$ cat src/hdl/hkpos_pkg.sv
// Package with constants, register map and carrier types for the hook position block.
package hkpos_pkg;

  // ==========================================================================
  // Position widths and limits
  // ==========================================================================
  localparam int          POS_W        = 25;             // Holds +/-8388608.
  localparam logic [24:0] POS_MAX      = 25'h0800000;    // +8388608.
  localparam logic [24:0] POS_MIN      = 25'h1800000;    // -8388608.
  localparam logic [15:0] BUS_MAX      = 16'h7fff;       // +32767.
  localparam logic [15:0] BUS_MIN      = 16'h8001;       // -32767.
  localparam logic [15:0] SCALE_RESET  = 16'h0064;       // Pulses per unit after reset.
  localparam logic [24:0] HOME_RESET   = 25'h0000000;    // Home position after reset.

  // ==========================================================================
  // APB register offsets (byte addresses)
  // ==========================================================================
  localparam logic [7:0] ADDR_CTRL     = 8'h00;
  localparam logic [7:0] ADDR_SCALE    = 8'h04;
  localparam logic [7:0] ADDR_HOME     = 8'h08;
  localparam logic [7:0] ADDR_HREF     = 8'h0c;
  localparam logic [7:0] ADDR_STATUS   = 8'h10;
  localparam logic [7:0] ADDR_POS      = 8'h14;
  localparam logic [7:0] ADDR_BUSPOS   = 8'h18;
  localparam logic [7:0] ADDR_RETAIN   = 8'h1c;

  // ==========================================================================
  // Control register field positions
  // ==========================================================================
  localparam int CTRL_LOCAL_BIT   = 0;   // 1 = local stand-alone location.
  localparam int CTRL_HREQ_EN_BIT = 1;   // Homing request source selected.
  localparam int CTRL_ACK_EN_BIT  = 2;   // Homing ack source selected.
  localparam int CTRL_ACK_RST_BIT = 3;   // Ack mode set to reset.
  localparam int CTRL_APPL_BIT    = 4;   // Command word bit 1 position load.
  localparam logic [4:0] CTRL_RESET = 5'h00;

  // Homing states, one-hot.
  typedef enum logic [2:0] {
    HK_IDLE = 3'b001,
    HK_RUN  = 3'b010,
    HK_DONE = 3'b100
  } hkpos_state_e;

  // Motion command to the speed control.
  typedef struct packed {
    logic run;      // Homing motion requested.
    logic reverse;  // Direction of travel.
  } hkpos_motion_s;

endpackage

$ cat src/hdl/hkpos_top.sv
// Hook position accumulator with homing and APB register access.
`timescale 1ns/1ps

module hkpos_top #(
  parameter int SCALE_W = 16
) (
  // Clock and reset.
  input  wire logic        i_ref_clk,
  input  wire logic        i_rst,
  // APB slave.
  input  wire logic        i_psel,
  input  wire logic        i_penable,
  input  wire logic        i_pwrite,
  input  wire logic [7:0]  i_paddr,
  input  wire logic [31:0] i_pwdata,
  output logic [31:0]      o_prdata,
  output logic             o_pready,
  output logic             o_pslverr,
  // Encoder and homing pins.
  input  wire logic        i_enc_a,
  input  wire logic        i_enc_b,
  input  wire logic        i_homing_req,
  input  wire logic        i_homing_ack,
  // Retained storage: value restored at power-up and its valid flag.
  input  wire logic [24:0] i_retain_pos,
  input  wire logic        i_retain_valid,
  output logic [24:0]      o_retain_pos,
  // Drive side outputs.
  output logic             o_homing_active,
  output logic             o_homing_done,
  output logic             o_motion_run,
  output logic             o_motion_reverse,
  output logic             o_coupled_interlock_en,
  output logic [15:0]      o_bus_position
);

  // ==========================================================================
  // Pin synchronisers
  // ==========================================================================
  // Two stages per pin; only the second stage is read by logic.
  logic [3:0] sync1_q;   // First stage.
  logic [3:0] sync2_q;   // Second stage.
  logic [3:0] pins;      // Raw pins gathered.
  assign pins = {i_homing_ack, i_homing_req, i_enc_b, i_enc_a};

  // Double flop each pin through one generate loop.
  genvar gi;
  generate
    for (gi = 0; gi < 4; gi++) begin : g_sync
      always_ff @(posedge i_ref_clk or posedge i_rst) begin
        if (i_rst) begin
          sync1_q[gi] <= 1'b0;
          sync2_q[gi] <= 1'b0;
        end else begin
          sync1_q[gi] <= pins[gi];
          sync2_q[gi] <= sync1_q[gi];
        end
      end
    end
  endgenerate

  logic enc_a;     // Synchronised encoder A.
  logic enc_b;     // Synchronised encoder B.
  logic hreq_pin;  // Synchronised homing request.
  logic hack_pin;  // Synchronised homing acknowledge.
  assign enc_a    = sync2_q[0];
  assign enc_b    = sync2_q[1];
  assign hreq_pin = sync2_q[2];
  assign hack_pin = sync2_q[3];

  // ==========================================================================
  // Registers
  // ==========================================================================
  logic [4:0]         ctrl_q;    // Control bits.
  logic [SCALE_W-1:0] scale_q;   // Pulses per position unit.
  logic [24:0]        home_q;    // Home position value.
  logic [15:0]        href_q;    // Signed homing speed reference.
  logic               cmd_dir_valid_q; // Start command carries a direction.
  logic               cmd_dir_rev_q;   // Direction from the start command.
  logic               appl_load; // One-cycle load request from bus write.

  logic apb_wr;   // Write access phase.
  logic apb_rd;   // Read access phase.
  assign apb_wr = i_psel & i_penable & i_pwrite;
  assign apb_rd = i_psel & i_penable & ~i_pwrite;

  // Fields of the control register.
  logic local_sel;
  logic hreq_sel;
  logic ack_sel;
  logic ack_rst;
  assign local_sel = ctrl_q[hkpos_pkg::CTRL_LOCAL_BIT];
  assign hreq_sel  = ctrl_q[hkpos_pkg::CTRL_HREQ_EN_BIT];
  assign ack_sel   = ctrl_q[hkpos_pkg::CTRL_ACK_EN_BIT];
  assign ack_rst   = ctrl_q[hkpos_pkg::CTRL_ACK_RST_BIT];

  // command word load
  // Writing the command bit as one makes a single load pulse; the bit is not stored.
  assign appl_load = apb_wr && (i_paddr == hkpos_pkg::ADDR_CTRL)
                     && i_pwdata[hkpos_pkg::CTRL_APPL_BIT];

  // saturate loaded values
  // The 25-bit carrier reaches past the position span, so values from software
  // and from the retained store are clipped on the way in.
  function automatic logic [24:0] pos_sat(input logic [24:0] v);
    if ($signed(v) > $signed(hkpos_pkg::POS_MAX)) begin
      return hkpos_pkg::POS_MAX;
    end else if ($signed(v) < $signed(hkpos_pkg::POS_MIN)) begin
      return hkpos_pkg::POS_MIN;
    end else begin
      return v;
    end
  endfunction

  // Software writes to configuration registers.
  always_ff @(posedge i_ref_clk or posedge i_rst) begin
    if (i_rst) begin
      ctrl_q          <= hkpos_pkg::CTRL_RESET;
      scale_q         <= SCALE_W'(hkpos_pkg::SCALE_RESET);
      home_q          <= hkpos_pkg::HOME_RESET;
      href_q          <= 16'h0000;
      cmd_dir_valid_q <= 1'b0;
      cmd_dir_rev_q   <= 1'b0;
    end else if (apb_wr) begin
      case (i_paddr)
        hkpos_pkg::ADDR_CTRL: begin
          ctrl_q          <= {1'b0, i_pwdata[3:0]};
          cmd_dir_valid_q <= i_pwdata[8];
          cmd_dir_rev_q   <= i_pwdata[9];
        end
        hkpos_pkg::ADDR_SCALE: scale_q <= i_pwdata[SCALE_W-1:0];
        hkpos_pkg::ADDR_HOME:  home_q  <= pos_sat(i_pwdata[24:0]);
        hkpos_pkg::ADDR_HREF:  href_q  <= i_pwdata[15:0];
        default: begin
        end
      endcase
    end
  end

  // ==========================================================================
  // Quadrature decoder
  // ==========================================================================
  logic enc_a_q;  // Previous A.
  logic enc_b_q;  // Previous B.
  always_ff @(posedge i_ref_clk or posedge i_rst) begin
    if (i_rst) begin
      enc_a_q <= 1'b0;
      enc_b_q <= 1'b0;
    end else begin
      enc_a_q <= enc_a;
      enc_b_q <= enc_b;
    end
  end

  // quadrature direction
  // Any single-edge change is one count; A leading B counts up. Double changes
  // are ignored as glitches, since the direction cannot be known.
  logic step;
  logic step_up;
  assign step    = (enc_a ^ enc_a_q) ^ (enc_b ^ enc_b_q);
  assign step_up = enc_a ^ enc_b_q;

  // ==========================================================================
  // Pulse prescaler
  // ==========================================================================
  // pulse scaling
  // A signed residue counts pulses; a full scale worth becomes one unit.
  logic signed [SCALE_W:0] frac_q;
  logic                    unit_up;
  logic                    unit_dn;
  logic                    pos_load;
  logic [24:0]             load_val;
  logic signed [SCALE_W:0] scale_s;
  assign scale_s = $signed({1'b0, scale_q});
  assign unit_up = step && step_up && (frac_q + 1 >= scale_s) && (scale_q != '0);
  assign unit_dn = step && !step_up && (frac_q - 1 <= -scale_s) && (scale_q != '0);

  always_ff @(posedge i_ref_clk or posedge i_rst) begin
    if (i_rst) begin
      frac_q <= '0;
    end else if (pos_load) begin
      frac_q <= '0;
    end else if (unit_up || unit_dn) begin
      frac_q <= '0;
    end else if (step) begin
      frac_q <= step_up ? frac_q + 1'b1 : frac_q - 1'b1;
    end
  end

  // ==========================================================================
  // Homing sequencer
  // ==========================================================================
  hkpos_pkg::hkpos_state_e state_q;
  hkpos_pkg::hkpos_motion_s motion_q;
  logic homing_req;
  assign homing_req = hreq_sel & hreq_pin & local_sel;

  // Manual reset: request selected with ack mode reset, in local location.
  logic manual_load;
  assign manual_load = local_sel & hreq_sel & ack_rst;

  // operator ends manual reset
  // Load repeats while the mode stays on; clearing the bits ends it.
  always_ff @(posedge i_ref_clk or posedge i_rst) begin
    if (i_rst) begin
      state_q <= hkpos_pkg::HK_IDLE;
    end else begin
      case (state_q)
        hkpos_pkg::HK_IDLE: begin
          if (homing_req && !ack_rst) begin
            state_q <= hkpos_pkg::HK_RUN;
          end
        end
        hkpos_pkg::HK_RUN: begin
          if (!homing_req) begin
            state_q <= hkpos_pkg::HK_IDLE;
          end else if (ack_sel && hack_pin) begin
            state_q <= hkpos_pkg::HK_DONE;
          end
        end
        hkpos_pkg::HK_DONE: begin
          // Done stands until the request drops.
          if (!homing_req) begin
            state_q <= hkpos_pkg::HK_IDLE;
          end
        end
        default: state_q <= hkpos_pkg::HK_IDLE;
      endcase
    end
  end

  logic homing_finish;
  assign homing_finish = (state_q == hkpos_pkg::HK_RUN) && homing_req && ack_sel && hack_pin;

  // direction choice
  // Start command direction wins; otherwise the sign of the speed reference.
  always_ff @(posedge i_ref_clk or posedge i_rst) begin
    if (i_rst) begin
      motion_q <= '0;
    end else begin
      motion_q.run     <= (state_q == hkpos_pkg::HK_RUN) && !homing_finish && homing_req;
      motion_q.reverse <= cmd_dir_valid_q ? cmd_dir_rev_q : href_q[15];
    end
  end

  always_ff @(posedge i_ref_clk or posedge i_rst) begin
    if (i_rst) begin
      o_homing_active <= 1'b0;
      o_homing_done   <= 1'b0;
    end else begin
      o_homing_active <= homing_req;
      o_homing_done   <= (state_q == hkpos_pkg::HK_DONE) || homing_finish;
    end
  end

  assign o_motion_run     = motion_q.run;
  assign o_motion_reverse = motion_q.reverse;

  always_ff @(posedge i_ref_clk or posedge i_rst) begin
    if (i_rst) begin
      o_coupled_interlock_en <= 1'b0;
    end else begin
      o_coupled_interlock_en <= !local_sel;
    end
  end

  // ==========================================================================
  // Actual position
  // ==========================================================================
  // load on completion, loads share the home value
  assign pos_load = homing_finish | appl_load | manual_load;
  assign load_val = home_q;

  logic [24:0] pos_q;         // Actual position, signed.
  logic        restored_q;    // Retained value taken once after reset.
  always_ff @(posedge i_ref_clk or posedge i_rst) begin
    if (i_rst) begin
      pos_q      <= '0;
      restored_q <= 1'b0;
    end else if (!restored_q) begin
      restored_q <= 1'b1;
      if (i_retain_valid) begin
        pos_q <= pos_sat(i_retain_pos);
      end
    end else if (pos_load) begin
      pos_q <= load_val;
    end else if (unit_up && (pos_q != hkpos_pkg::POS_MAX)) begin
      pos_q <= pos_q + 25'h0000001;
    end else if (unit_dn && (pos_q != hkpos_pkg::POS_MIN)) begin
      pos_q <= pos_q - 25'h0000001;
    end
  end

  always_ff @(posedge i_ref_clk or posedge i_rst) begin
    if (i_rst) begin
      o_retain_pos <= '0;
    end else begin
      o_retain_pos <= pos_q;
    end
  end

  logic [15:0] bus_pos;
  always_comb begin
    if ($signed(pos_q) > $signed({{9{1'b0}}, hkpos_pkg::BUS_MAX})) begin
      bus_pos = hkpos_pkg::BUS_MAX;
    end else if ($signed(pos_q) < $signed({{9{1'b1}}, hkpos_pkg::BUS_MIN})) begin
      bus_pos = hkpos_pkg::BUS_MIN;
    end else begin
      bus_pos = pos_q[15:0];
    end
  end

  always_ff @(posedge i_ref_clk or posedge i_rst) begin
    if (i_rst) begin
      o_bus_position <= '0;
    end else begin
      o_bus_position <= bus_pos;
    end
  end

  // ==========================================================================
  // APB read path
  // ==========================================================================
  // Zero wait state; unmapped addresses read zero and flag an error.
  always_ff @(posedge i_ref_clk or posedge i_rst) begin
    if (i_rst) begin
      o_prdata  <= '0;
      o_pready  <= 1'b0;
      o_pslverr <= 1'b0;
    end else begin
      o_pready  <= i_psel & ~i_penable;
      o_pslverr <= 1'b0;
      o_prdata  <= '0;
      if (i_psel && !i_penable) begin
        case (i_paddr)
          hkpos_pkg::ADDR_CTRL:   o_prdata <= {22'h0, cmd_dir_rev_q, cmd_dir_valid_q,
                                               4'h0, ctrl_q[3:0]};
          hkpos_pkg::ADDR_SCALE:  o_prdata <= 32'(scale_q);
          hkpos_pkg::ADDR_HOME:   o_prdata <= {7'h0, home_q};
          hkpos_pkg::ADDR_HREF:   o_prdata <= {16'h0, href_q};
          hkpos_pkg::ADDR_STATUS: o_prdata <= {29'h0, motion_q.run, o_homing_done,
                                               o_homing_active};
          hkpos_pkg::ADDR_POS:    o_prdata <= {{7{pos_q[24]}}, pos_q};
          hkpos_pkg::ADDR_BUSPOS: o_prdata <= {{16{bus_pos[15]}}, bus_pos};
          hkpos_pkg::ADDR_RETAIN: o_prdata <= {31'h0, restored_q};
          default:                o_pslverr <= 1'b1;
        endcase
      end
    end
  end
endmodule

$ cat config.mk
export PLATFORM = sky130hd
export DESIGN_NAME = hkpos_top
export DESIGN_NICKNAME = d
export VERILOG_FILES = /design/src/hdl/hkpos_pkg.sv /design/src/hdl/hkpos_top.sv
export SDC_FILE = /design/constraint.sdc
export NUM_CORES = 1
export LEC_CHECK = 0
export ABC_AREA = 1
export ABC_CLOCK_PERIOD_IN_PS = 11400
export BUFFER_PORTS_ARGS = -buffer_cell sky130_fd_sc_hd__buf_4
export CORE_ASPECT_RATIO = 2
export CORE_MARGIN = 10
export CORE_UTILIZATION = 64
export CTS_CLUSTER_DIAMETER = 30
export DETAILED_ROUTE_END_ITERATION = 8
export PLACE_DENSITY_LB_ADDON = 0.12
export SLEW_MARGIN = 25
export SYNTH_ARGS = -nofsm -noshare
export SYNTH_HDL_FRONTEND = slang
export SYNTH_SLANG_ARGS = --single-unit
export TNS_END_PERCENT = 10
$ cat constraint.sdc
create_clock -name i_ref_clk -period 11.4 [get_ports i_ref_clk]
set_clock_uncertainty 0.05 [all_clocks]
set_input_delay 0 -clock i_ref_clk [delete_from_list [all_inputs] [get_ports i_ref_clk]]
set_output_delay 0 -clock i_ref_clk [all_outputs]
set_load 0.03 [all_outputs]
# [Word-level counts from Yosys, hierarchy flattened]
# Cells that the tools add are included.
[totals] register_bits=199 latch_bits=0 ram_bits=0 mem_bits_ro=0 inputBits=75 out_inout_bits=80 n_memories=0
[op_classes] n_addsub=7 n_mul=0 n_div=0 order_cmp=8 n_eq_ne=16 shift=0 mux=25 n_bitwise=14 reduce_logical=36
[op_table] cell="one-hot mux 32 bit (8 select lines)" count=1
[op_table] cell="2-to-1 mux 25 bit" count=9
[op_table] cell="2-to-1 mux 17 bit" count=4
[op_table] cell="> comparator 25 bit (second input constant)" count=2
[op_table] cell="less-than comparator 25 x 24 -> 1 bit (second input constant)" count=2
[op_table] cell="equality test 8 x 5 -> 1 bit (second input constant)" count=4
[op_table] cell="<= comparator 18 x 32 -> 1 bit" count=1
[op_table] cell="2-to-1 mux 16 bit" count=2
[op_table] cell="2-to-1 mux 32 bit" count=1
[op_table] cell="negator 16 -> 32 bit" count=1
[op_table] cell="adder 25 x 1 -> 25 bit (second input constant)" count=1
[op_table] cell="> comparator 25 x 16 -> 1 bit (second input constant)" count=1
[op_table] cell="less-than comparator 25 x 16 -> 1 bit (second input constant)" count=1
[op_table] cell="inequality test 25 x 24 -> 1 bit (second input constant)" count=1
[op_table] cell="inequality test 25 bit (second input constant)" count=1
[op_table] cell="subtractor 25 x 1 -> 25 bit (second input constant)" count=1
[op_table] cell="adder 17 x 2 -> 18 bit (second input constant)" count=1
[op_table] cell="greater-or-equal comparator 18 x 17 -> 1 bit" count=1
[op_table] cell="logical AND 1 bit" count=18
[op_table] cell="subtractor 17 x 2 -> 18 bit (second input constant)" count=1
[op_table] cell="adder 17 x 1 -> 17 bit (second input constant)" count=1
[op_table] cell="subtractor 17 x 1 -> 17 bit (second input constant)" count=1
[op_table] cell="equality test 8 x 4 -> 1 bit (second input constant)" count=2
[op_table] cell="nonzero test 16 bit" count=1
[op_table] cell="other kinds (22)" count=47

# [Longest topological paths before layout]
# Gate-level depths: netlist (run 1).
[depth] word_depth=10 depth_mapped=34 mapped_depth_nobuf=33

# [Worst setup path before layout (run 1)]
# Ideal clock, no wire load.
[synth_path] path_type="reg2reg" start="register frac_q[0]" end="register pos_q[14]" setup_ns=0.116 t_arrival_ns=4.473 t_required_ns=11.234 slack_ns=6.761 path_stages_with_launch=29 path_buffers=0 period_less_slack_ns=4.639 path_cell_list="dfrtp_1 nand3_1 nor3_1 nand3_1 nor2_1 nand4_1 nor3_1 xor2_1 ha_1 nand2_1 inv_1 nand4_1 o21ai_0 nor2_2 nand2_2 nand3_2 ha_1 nand2_1 o21ai_0 a21oi_1 inv_1 nand2_1 nand2_1 a21oi_1 xnor2_1 o21ai_0 nand2_1 nand2_1 nand2_1"
[synth_between] elab_chain_len=8 elab_cells_between_ends=15
[synth_rtl] element="from (decl)" line="hkpos_top.sv:168" source="logic signed [SCALE_W:0] frac_q;"
[synth_rtl] element="from (signal assigned)" line="hkpos_top.sv:186" source="frac_q <= step_up ? frac_q + 1'b1 : frac_q - 1'b1;"
[synth_rtl] element="branches (longest 8 deep; another with <= comparator 18 x 32 -> 1 bit)"
[synth_rtl] element="to (signal assigned)" line="hkpos_top.sv:283" source="pos_q <= pos_sat(i_retain_pos);"
[synth_rtl] element="to (signal assigned)" line="hkpos_top.sv:286" source="pos_q <= load_val;"
[synth_rtl] element="to (signal assigned)" line="hkpos_top.sv:288" source="pos_q <= pos_q + 25'h0000001;"
[synth_rtl] element="to (decl)" line="hkpos_top.sv:274" source="logic [24:0] pos_q;"
# Several ways; the timed one is not identified.
# A chain may end at the register's enable or synchronous reset.

# [Worst setup path in the final report (run 1)]
[layout_path] start="register frac_q[0]" end="register pos_q[22]"
# The elaborated chain is that of the path after synthesis.

==> impl_results.md, run 1 <==
- Vias in the first global route: 12900
- Top post-synthesis cells by area: dfrtp_1, nand2_1, ha_1
- GRT overflow: 0
- Final TNS setup: 0 ns
- Max-slew violations: 0
- Hold Vio Cnt, Final: 0
- Slew at the pin closest to its max-slew limit: 1.09 ns
- P_leak: 0.00752 µW
- WL/cell: 20.8 µm
- Async SR Flop Fraction: 1.00
- Cell taking the most area after synthesis: dfrtp_1
- Vias per cell: 6.08
- Synth cell types: 57
- Syn nets: 1791
- Die W: 119 µm
- RSZ-0062 raised after global routing: no
- Final nets: 1978
- Finished Layout Cells: 2083
- Most used DFF post-synth: dfrtp_1
- Uppermost layer routed: met4
- Yosys reg bits: 193
- Syn avg cell area: 7.66 µm²
- CP endpoint kind: flop
- Tot Pwr: 3610 µW
- Clock Path Buffers: 2
- Worst Hold Class: in -> reg
- Cell internal power dissipation: 1870 µW
- Share of cells above drive strength 1: 0.127
- PD cells: 241 nW/µm²
- Met3 WL: 2890 µm
- Synth warnings: 0
- Total track usage: 0.335
- Rel. slew slack: 0.253
- CTS tree: built
- Sequential area share after synthesis: 0.389
- Initial Util: 0.645
- Metal2 WL: 22800 µm
- PostCTS Resize Cnt: 0
- # H-tree levels: 4
- DR DRC count: 0
- Clock sink count: 193
- Hpwl dp: 32500 µm
- Switching Share: 0.484
- Seq pwr share: 0.286
- Logic pwr share: 0.545
- Final Critical Period: 6.66 ns
- Fin Hold WS: 0.0167 ns
- Post-Place Cells: 1986
- Slack of the critical path: 4.74 ns
- Outcome: finished, final reports clean
- Max cap viols: 0
- Initial antenna violation count: 0
- Number of setup violations in the final report: 0
- CP Class: reg -> reg
- Synthesized area: 12400 µm²
- Gp weighted congestion: 1.01
- Total CTS buffers: 17
- DP Worst Slack: 5.03 ns
- Sw Pwr: 1750 µW
- Initial drt markers: 1306
- Routed WL: 43300 µm
- Layout fillers: 1446
- Clock Pin Slew Worst Setup and Hold Paths: 0.07 ns
- Inserted Diodes: 0
- Final cycle utilization of the critical path: 0.584
- # port buffers: 147
- Pin count of the biggest net entering global routing: 126
- Die area: 25700 µm²
- Max Clk Rate: 0.150 GHz
- Core Box Area: 19300 µm²
- Required @ worst endpoint: 11.67 ns
- First-pass GRT wire length: 67800 µm
- Gate Count Post-Synth: 1624
- Via count: 12700
- Antenna Violating Nets Remaining: 0
- Area grow syn2layout: 20.4%
- First-pass iteration count of the detailed router: 6
- IO Count: 155
- Setup bufs post-CTS: 0
- Met1 WL: 13700 µm
- # rows: 72
- Clock share of power: 0.168
- CP arrival: 6.94 ns
- Crit start category: flop
- Clk_lat worst skew: 0.46 ns
- VDD IR max: 170 µV
- Chip height: 217 µm
- CP Max Fanout: 27
- Yosys top cell area share: 0.380
- Root buffer cell: clkbuf_16
- Post-synth EDFFs: 0
==> registers in the layout, indices dropped and copies added, names as in the netlist, 3 cells and up <==
name and count:
ctrl_q 4, frac_q 17, home_q 25, href_q 16, o_bus_position 16, o_prdata 26
o_retain_pos 25, pos_q 25, scale_q 16, state_q 3, sync1_q 4
==> power groups by stage <==
stage	clock network, µW	logic, µW	registers [µW]
finish	608	1970	1040
global route	639	2200	1050
CTS	607	1940	1020
detailed placement	0	1910	1030
global placement	0	1860	1030
floorplan	0	1260	1080
==> synthesized netlist by cell type, types with 10 or more instances <==
master / instances
dfrtp_1: 189
xor2_1: 41
inv_1: 220
a21oi_1: 127
xnor2_1: 13
nand3_1: 72
nand4_1: 30
nor4_1: 10
a211oi_1: 11
ha_1: 90
o21ai_0: 138
a32oi_1: 10
o22ai_1: 31
nand2_1: 324
nor2_1: 123
clkbuf_1: 30
nor3_1: 37
buf_2: 12
a221oi_1: 11
==> critical path, stage by stage (launching register included) <==
cell and delay, ns:
dfrtp_1 0.67, nand3_1 0.25, nor3_1 0.40, nand3_1 0.23
nor2_1 0.21, nand4_1 0.16, nor3_1 0.23, xor2_1 0.12
ha_1 0.31, nand2_1 0.05, inv_1 0.16, nand4_1 0.22
o21ai_0 0.26, nor2_2 0.07, nand2_2 0.13, nand3_2 0.58
ha_1 0.64, nand2_1 0.09, o21ai_0 0.58, a21oi_1 0.18
inv_1 0.15, nand2_1 0.19, nand4_1 0.13, nand3_1 0.08
a21boi_0 0.27, o21ai_0 0.11
==> per-stage QoR <==
step / cell area [µm²] / utilization
2_1_floorplan: 12400 / -
3_3_place_gp: 13700 / 0.712
3_5_place_dp: 13700 / 0.712
4_1_cts: 15000 / 0.776
5_1_grt: 15000 / 0.776
6_report: 15000 / 0.776
==> per-layer routing <==
metal,vias to the layer above,GRT usage
met1,5923,0.327
met5,-,0
met2,686,0.608
li1,5816,-
met4,0,0.274
met3,240,0.0526
==> cells by family (layout without fill, tap and decap cells) <==
logic type | count (synthesis) | in the layout | synth area share
other cells | 1 | 1 | 0.000302
simple gates | 626 | 626 | 0.216
compound gates | 377 | 377 | 0.173
fa+ha+maj | 92 | 92 | 0.0938
flops | 193 | 193 | 0.389
buf+inv | 281 | 481 | 0.0896
xor+xnor | 54 | 54 | 0.0380
==> worst paths after layout <==
kind,from,to,slack [ns],depth (start not counted)
worst max-delay path,frac_q[0],pos_q[22],4.74,25
worst max register to register,frac_q[0],pos_q[22],4.74,25
min in group asynchronous,i_rst,hreq_pin,0.23,3
max in group asynchronous,i_rst,pos_q[16],9.64,4
worst min-delay path,i_paddr[2],o_pslverr,0.02,5
worst min register to register,sync1_q[0],enc_a,0.30,0
==> cell type report <==
class                           count  area, µm²  area share
Tap cell                          259        324      0.0217
Inverter                          226        856      0.0572
Multi-Input combinational cell   1150       6530       0.436
Timing Repair Buffer              223       1840       0.123
Clock buffer                       19        433      0.0289
Sequential cell                   193       4830       0.323
Clock inverter                     13        154      0.0103
==> timing repair <==
item	CTS	global route
hold buffers	65	0
endpoints found under the setup margin	0	0
endpoints found under the hold margin	229	0
==> cells in the final DEF, fill, tap and decap left out, types with 10 or more instances in the layout <==
cell,instances
nor2_1,123
nand2_1,324
xnor2_1,13
o22ai_1,31
clkbuf_16,17
a21oi_1,127
a221oi_1,11
o21ai_0,138
dlygate4sd3_1,65
buf_4,158
nand3_1,72
inv_1,219
ha_1,90
a211oi_1,11
nor3_1,37
nor4_1,10
nand4_1,30
xor2_1,41
dfrtp_1,189
a32oi_1,10
Note: power is estimated with default switching activity, not from simulation.
==> inputs of run 2 (changes only) <==
--- a/config.mk
+++ b/config.mk
@@ -5,12 +5,12 @@
 export SDC_FILE = /design/constraint.sdc
 export NUM_CORES = 1
 export LEC_CHECK = 0
-export ABC_AREA = 1
-export ABC_CLOCK_PERIOD_IN_PS = 11400
+export ABC_AREA = 0
+export ABC_CLOCK_PERIOD_IN_PS = 5800
 export BUFFER_PORTS_ARGS = -buffer_cell sky130_fd_sc_hd__buf_4
 export CORE_ASPECT_RATIO = 2
 export CORE_MARGIN = 10
-export CORE_UTILIZATION = 64
+export CORE_UTILIZATION = 53
 export CTS_CLUSTER_DIAMETER = 30
 export DETAILED_ROUTE_END_ITERATION = 8
 export PLACE_DENSITY_LB_ADDON = 0.12
==> constraint.sdc (replaced) <==
create_clock -name i_ref_clk -period 5.8 [get_ports i_ref_clk]
set_clock_uncertainty 0.05 [all_clocks]
set_input_delay 0 -clock i_ref_clk [delete_from_list [all_inputs] [get_ports i_ref_clk]]
set_output_delay 0 -clock i_ref_clk [all_outputs]
set_load 0.03 [all_outputs]
==> impl_results.md, run 2 <==
- Hpwl dp: 31200 µm
- CP Max Fanout: 9
- # rows: 77
- Max cap viols: 0
- IO Count: 155
- Worst Hold Class: in -> async
- Initial drt markers: 767
- Clock share of power: 0.182
- Crit-path slowest cell: dfrtp_1
- FF/Latch Area: 4830 µm²
- WL/cell: 22.7 µm
- Async SR Flop Fraction: 1.00
- GRT overflow: 0
- Synth warnings: 0
- VDD IR max: 316 µV
- WP buf/inv: 4
- Tot Pwr: 6780 µW
- Area of the multi-input gates: 6650 µm²
- Most instantiated library cell after synthesis: dfrtp_1
- Total CTS buffers: 17
- RSZ-0062 raised after global routing: no
- Gate Count Post-Synth: 1252
- Syn nets: 1419
- Switching Share: 0.430
- Root buffer cell: clkbuf_16
- Die W: 126 µm
- Clock Pin Slew Worst Setup and Hold Paths: 0.07 ns
- CP Class: reg -> reg
- Post-synth EDFFs: 0
- Yosys top cell area share: 0.397
- Seq pwr share: 0.291
- Sw Pwr: 2910 µW
- CP arrival: 5.65 ns
- Outcome: finished, final reports clean
- Vias in the first global route: 11400
- DP Worst Slack: 0.346 ns
- Slack of the critical path: 0.440 ns
- R2r startpoint: frac_q[0]
- CP endpoint kind: flop
- Chip height: 232 µm
- Max Clk Rate: 0.187 GHz
- Setup bufs post-CTS: 0
- Most frequent cells in the layout: buf_4, dfrtp_1, nand2_1
- Cell family contributing the most delay on the critical path: compound AO/OA/AOI/OAI gates
- Finished Layout Cells: 1763
- Gp weighted congestion: 0.959
- Via count: 10900
- Initial Util: 0.537
- Max reg flops: 26
- Post-Place Cells: 1662
- Cell taking the most area after synthesis: dfrtp_1
- P_leak: 0.00693 µW
- Max-slew violations: 0
- Synth cell count leaders: dfrtp_1, nand2_1, ha_1
- Inserted Diodes: 0
- Number of setup violations in the final report: 0
- DR DRC count: 0
- # H-tree levels: 4
- Final TNS setup: 0 ns
- Top post-synthesis cells by area: dfrtp_1, ha_1, nand2_1
- Synth cell types: 75
- Crit start category: flop
- WP depth: 25
- Antenna Violating Nets Remaining: 0
- Clk_lat worst skew: 0.47 ns
- Sequential area share after synthesis: 0.406
- PD cells: 456 nW/µm²
- Hold Vio Cnt, Final: 0
- Final cycle utilization of the critical path: 0.924
- Logic pwr share: 0.527
- First-pass iteration count of the detailed router: 5
- Pin count of the biggest net entering global routing: 134
- First-pass GRT wire length: 61800 µm
- # port buffers: 147
- Crit path launch: frac_q[0]
- Yosys reg bits: 193
- Worst Reg-to-Reg Cells: 25
- Final Util: 0.671
- CTS tree: built
- Area grow syn2layout: 24.8%
- Most used DFF post-synth: dfrtp_1
- Initial antenna violation count: 0
- Final nets: 1641
- Slew at the pin closest to its max-slew limit: 1.07 ns
- Layout fillers: 1849
- Required @ worst endpoint: 6.09 ns
- Routed WL: 40000 µm
- Final Critical Period: 5.36 ns
- Clock Path Buffers: 2
- Cell internal power dissipation: 3860 µW
- Die area: 29200 µm²
- Total track usage: 0.270
- Worst path max stage delay: 0.42 ns
- Syn avg cell area: 9.51 µm²
- Core Box Area: 22200 µm²
- Critical Path Most Common Cell: buf_4
- Leading cell type in the layout, fill and taps excluded: buf_4
- Top reg by flops: o_prdata
- Share of cells above drive strength 1: 0.208
- Synthesized area: 11900 µm²
- Vias per cell: 6.16
- Clock sink count: 193
- Rel. slew slack: 0.287
==> run 2: stage by stage <==
| step | area, µm² | hold WS, ns |
|---|---|---|
| after floorplan | 11900 | -0.0186 |
| after detailed placement | 13500 | 0.0605 |
| after global placement | 13500 | 0.0595 |
| after CTS | 14800 | 0.0273 |
| final | 14900 | 0.00774 |
| after global routing | 14900 | 0.0291 |
==> run 2: cell families after synthesis <==
family          Yosys count  synth area share
simple gates            390             0.161
compound gates          346             0.198
flops                   193             0.406
buf+inv                 109            0.0385
fa+ha+maj                92            0.0980
xor+xnor                 71            0.0522
mux                      50            0.0462
other cells               1          0.000315
==> run 2: layout make-up <==
class | count | area share
multi-input cells | 950 | 0.447
flip-flops and latches | 193 | 0.325
repair buffers | 277 | 0.154
clock buffers | 18 | 0.0296
well taps | 276 | 0.0232
clock inverters | 14 | 0.0116
inverters | 35 | 0.00935
==> run 2: worst paths after layout <==
kind | end | slack, ns
setup / recovery | pos_q[19] | 0.44
setup reg to reg | pos_q[19] | 0.44
hold / removal | o_retain_pos[6] | 0.008
max in group asynchronous | href_q[13] | 4.18
hold reg to reg | enc_b | 0.30
min in group i_ref_clk | o_prdata[24] | 0.04
==> run 2: timing repair <==
action | in CTS | in global routing
resized for setup | 0 | 3
hold endpoints to repair | 226 | 0
hold buffers | 68 | 0
endpoints found under the setup margin | 0 | 6
==> run 2: worst min-delay path, delay by kind of cell <==
kind | cells | cell delay [ns]
buffers and inverters | 3 | 0.90
==> run 2: per-layer routing <==
layer / wire [µm] / vias to the layer above / global-route usage
li1: - / 5076 / -
met1: 12800 / 5243 / 0.239
met2: 23000 / 373 / 0.532
met3: 1600 / 164 / 0.0457
met4: 2720 / 0 / 0.180
met5: 0 / - / 0
==> run 2: power by group through the flow <==
stage          clock network (µW)  logic, µW  registers [µW]
2_1_floorplan                   0       2170            2100
3_3_place_gp                    0       3450            1980
3_5_place_dp                    0       3500            1980
4_1_cts                      1250       3560            1960
5_1_grt                      1290       3930            1990
6_report                     1230       3570            1970
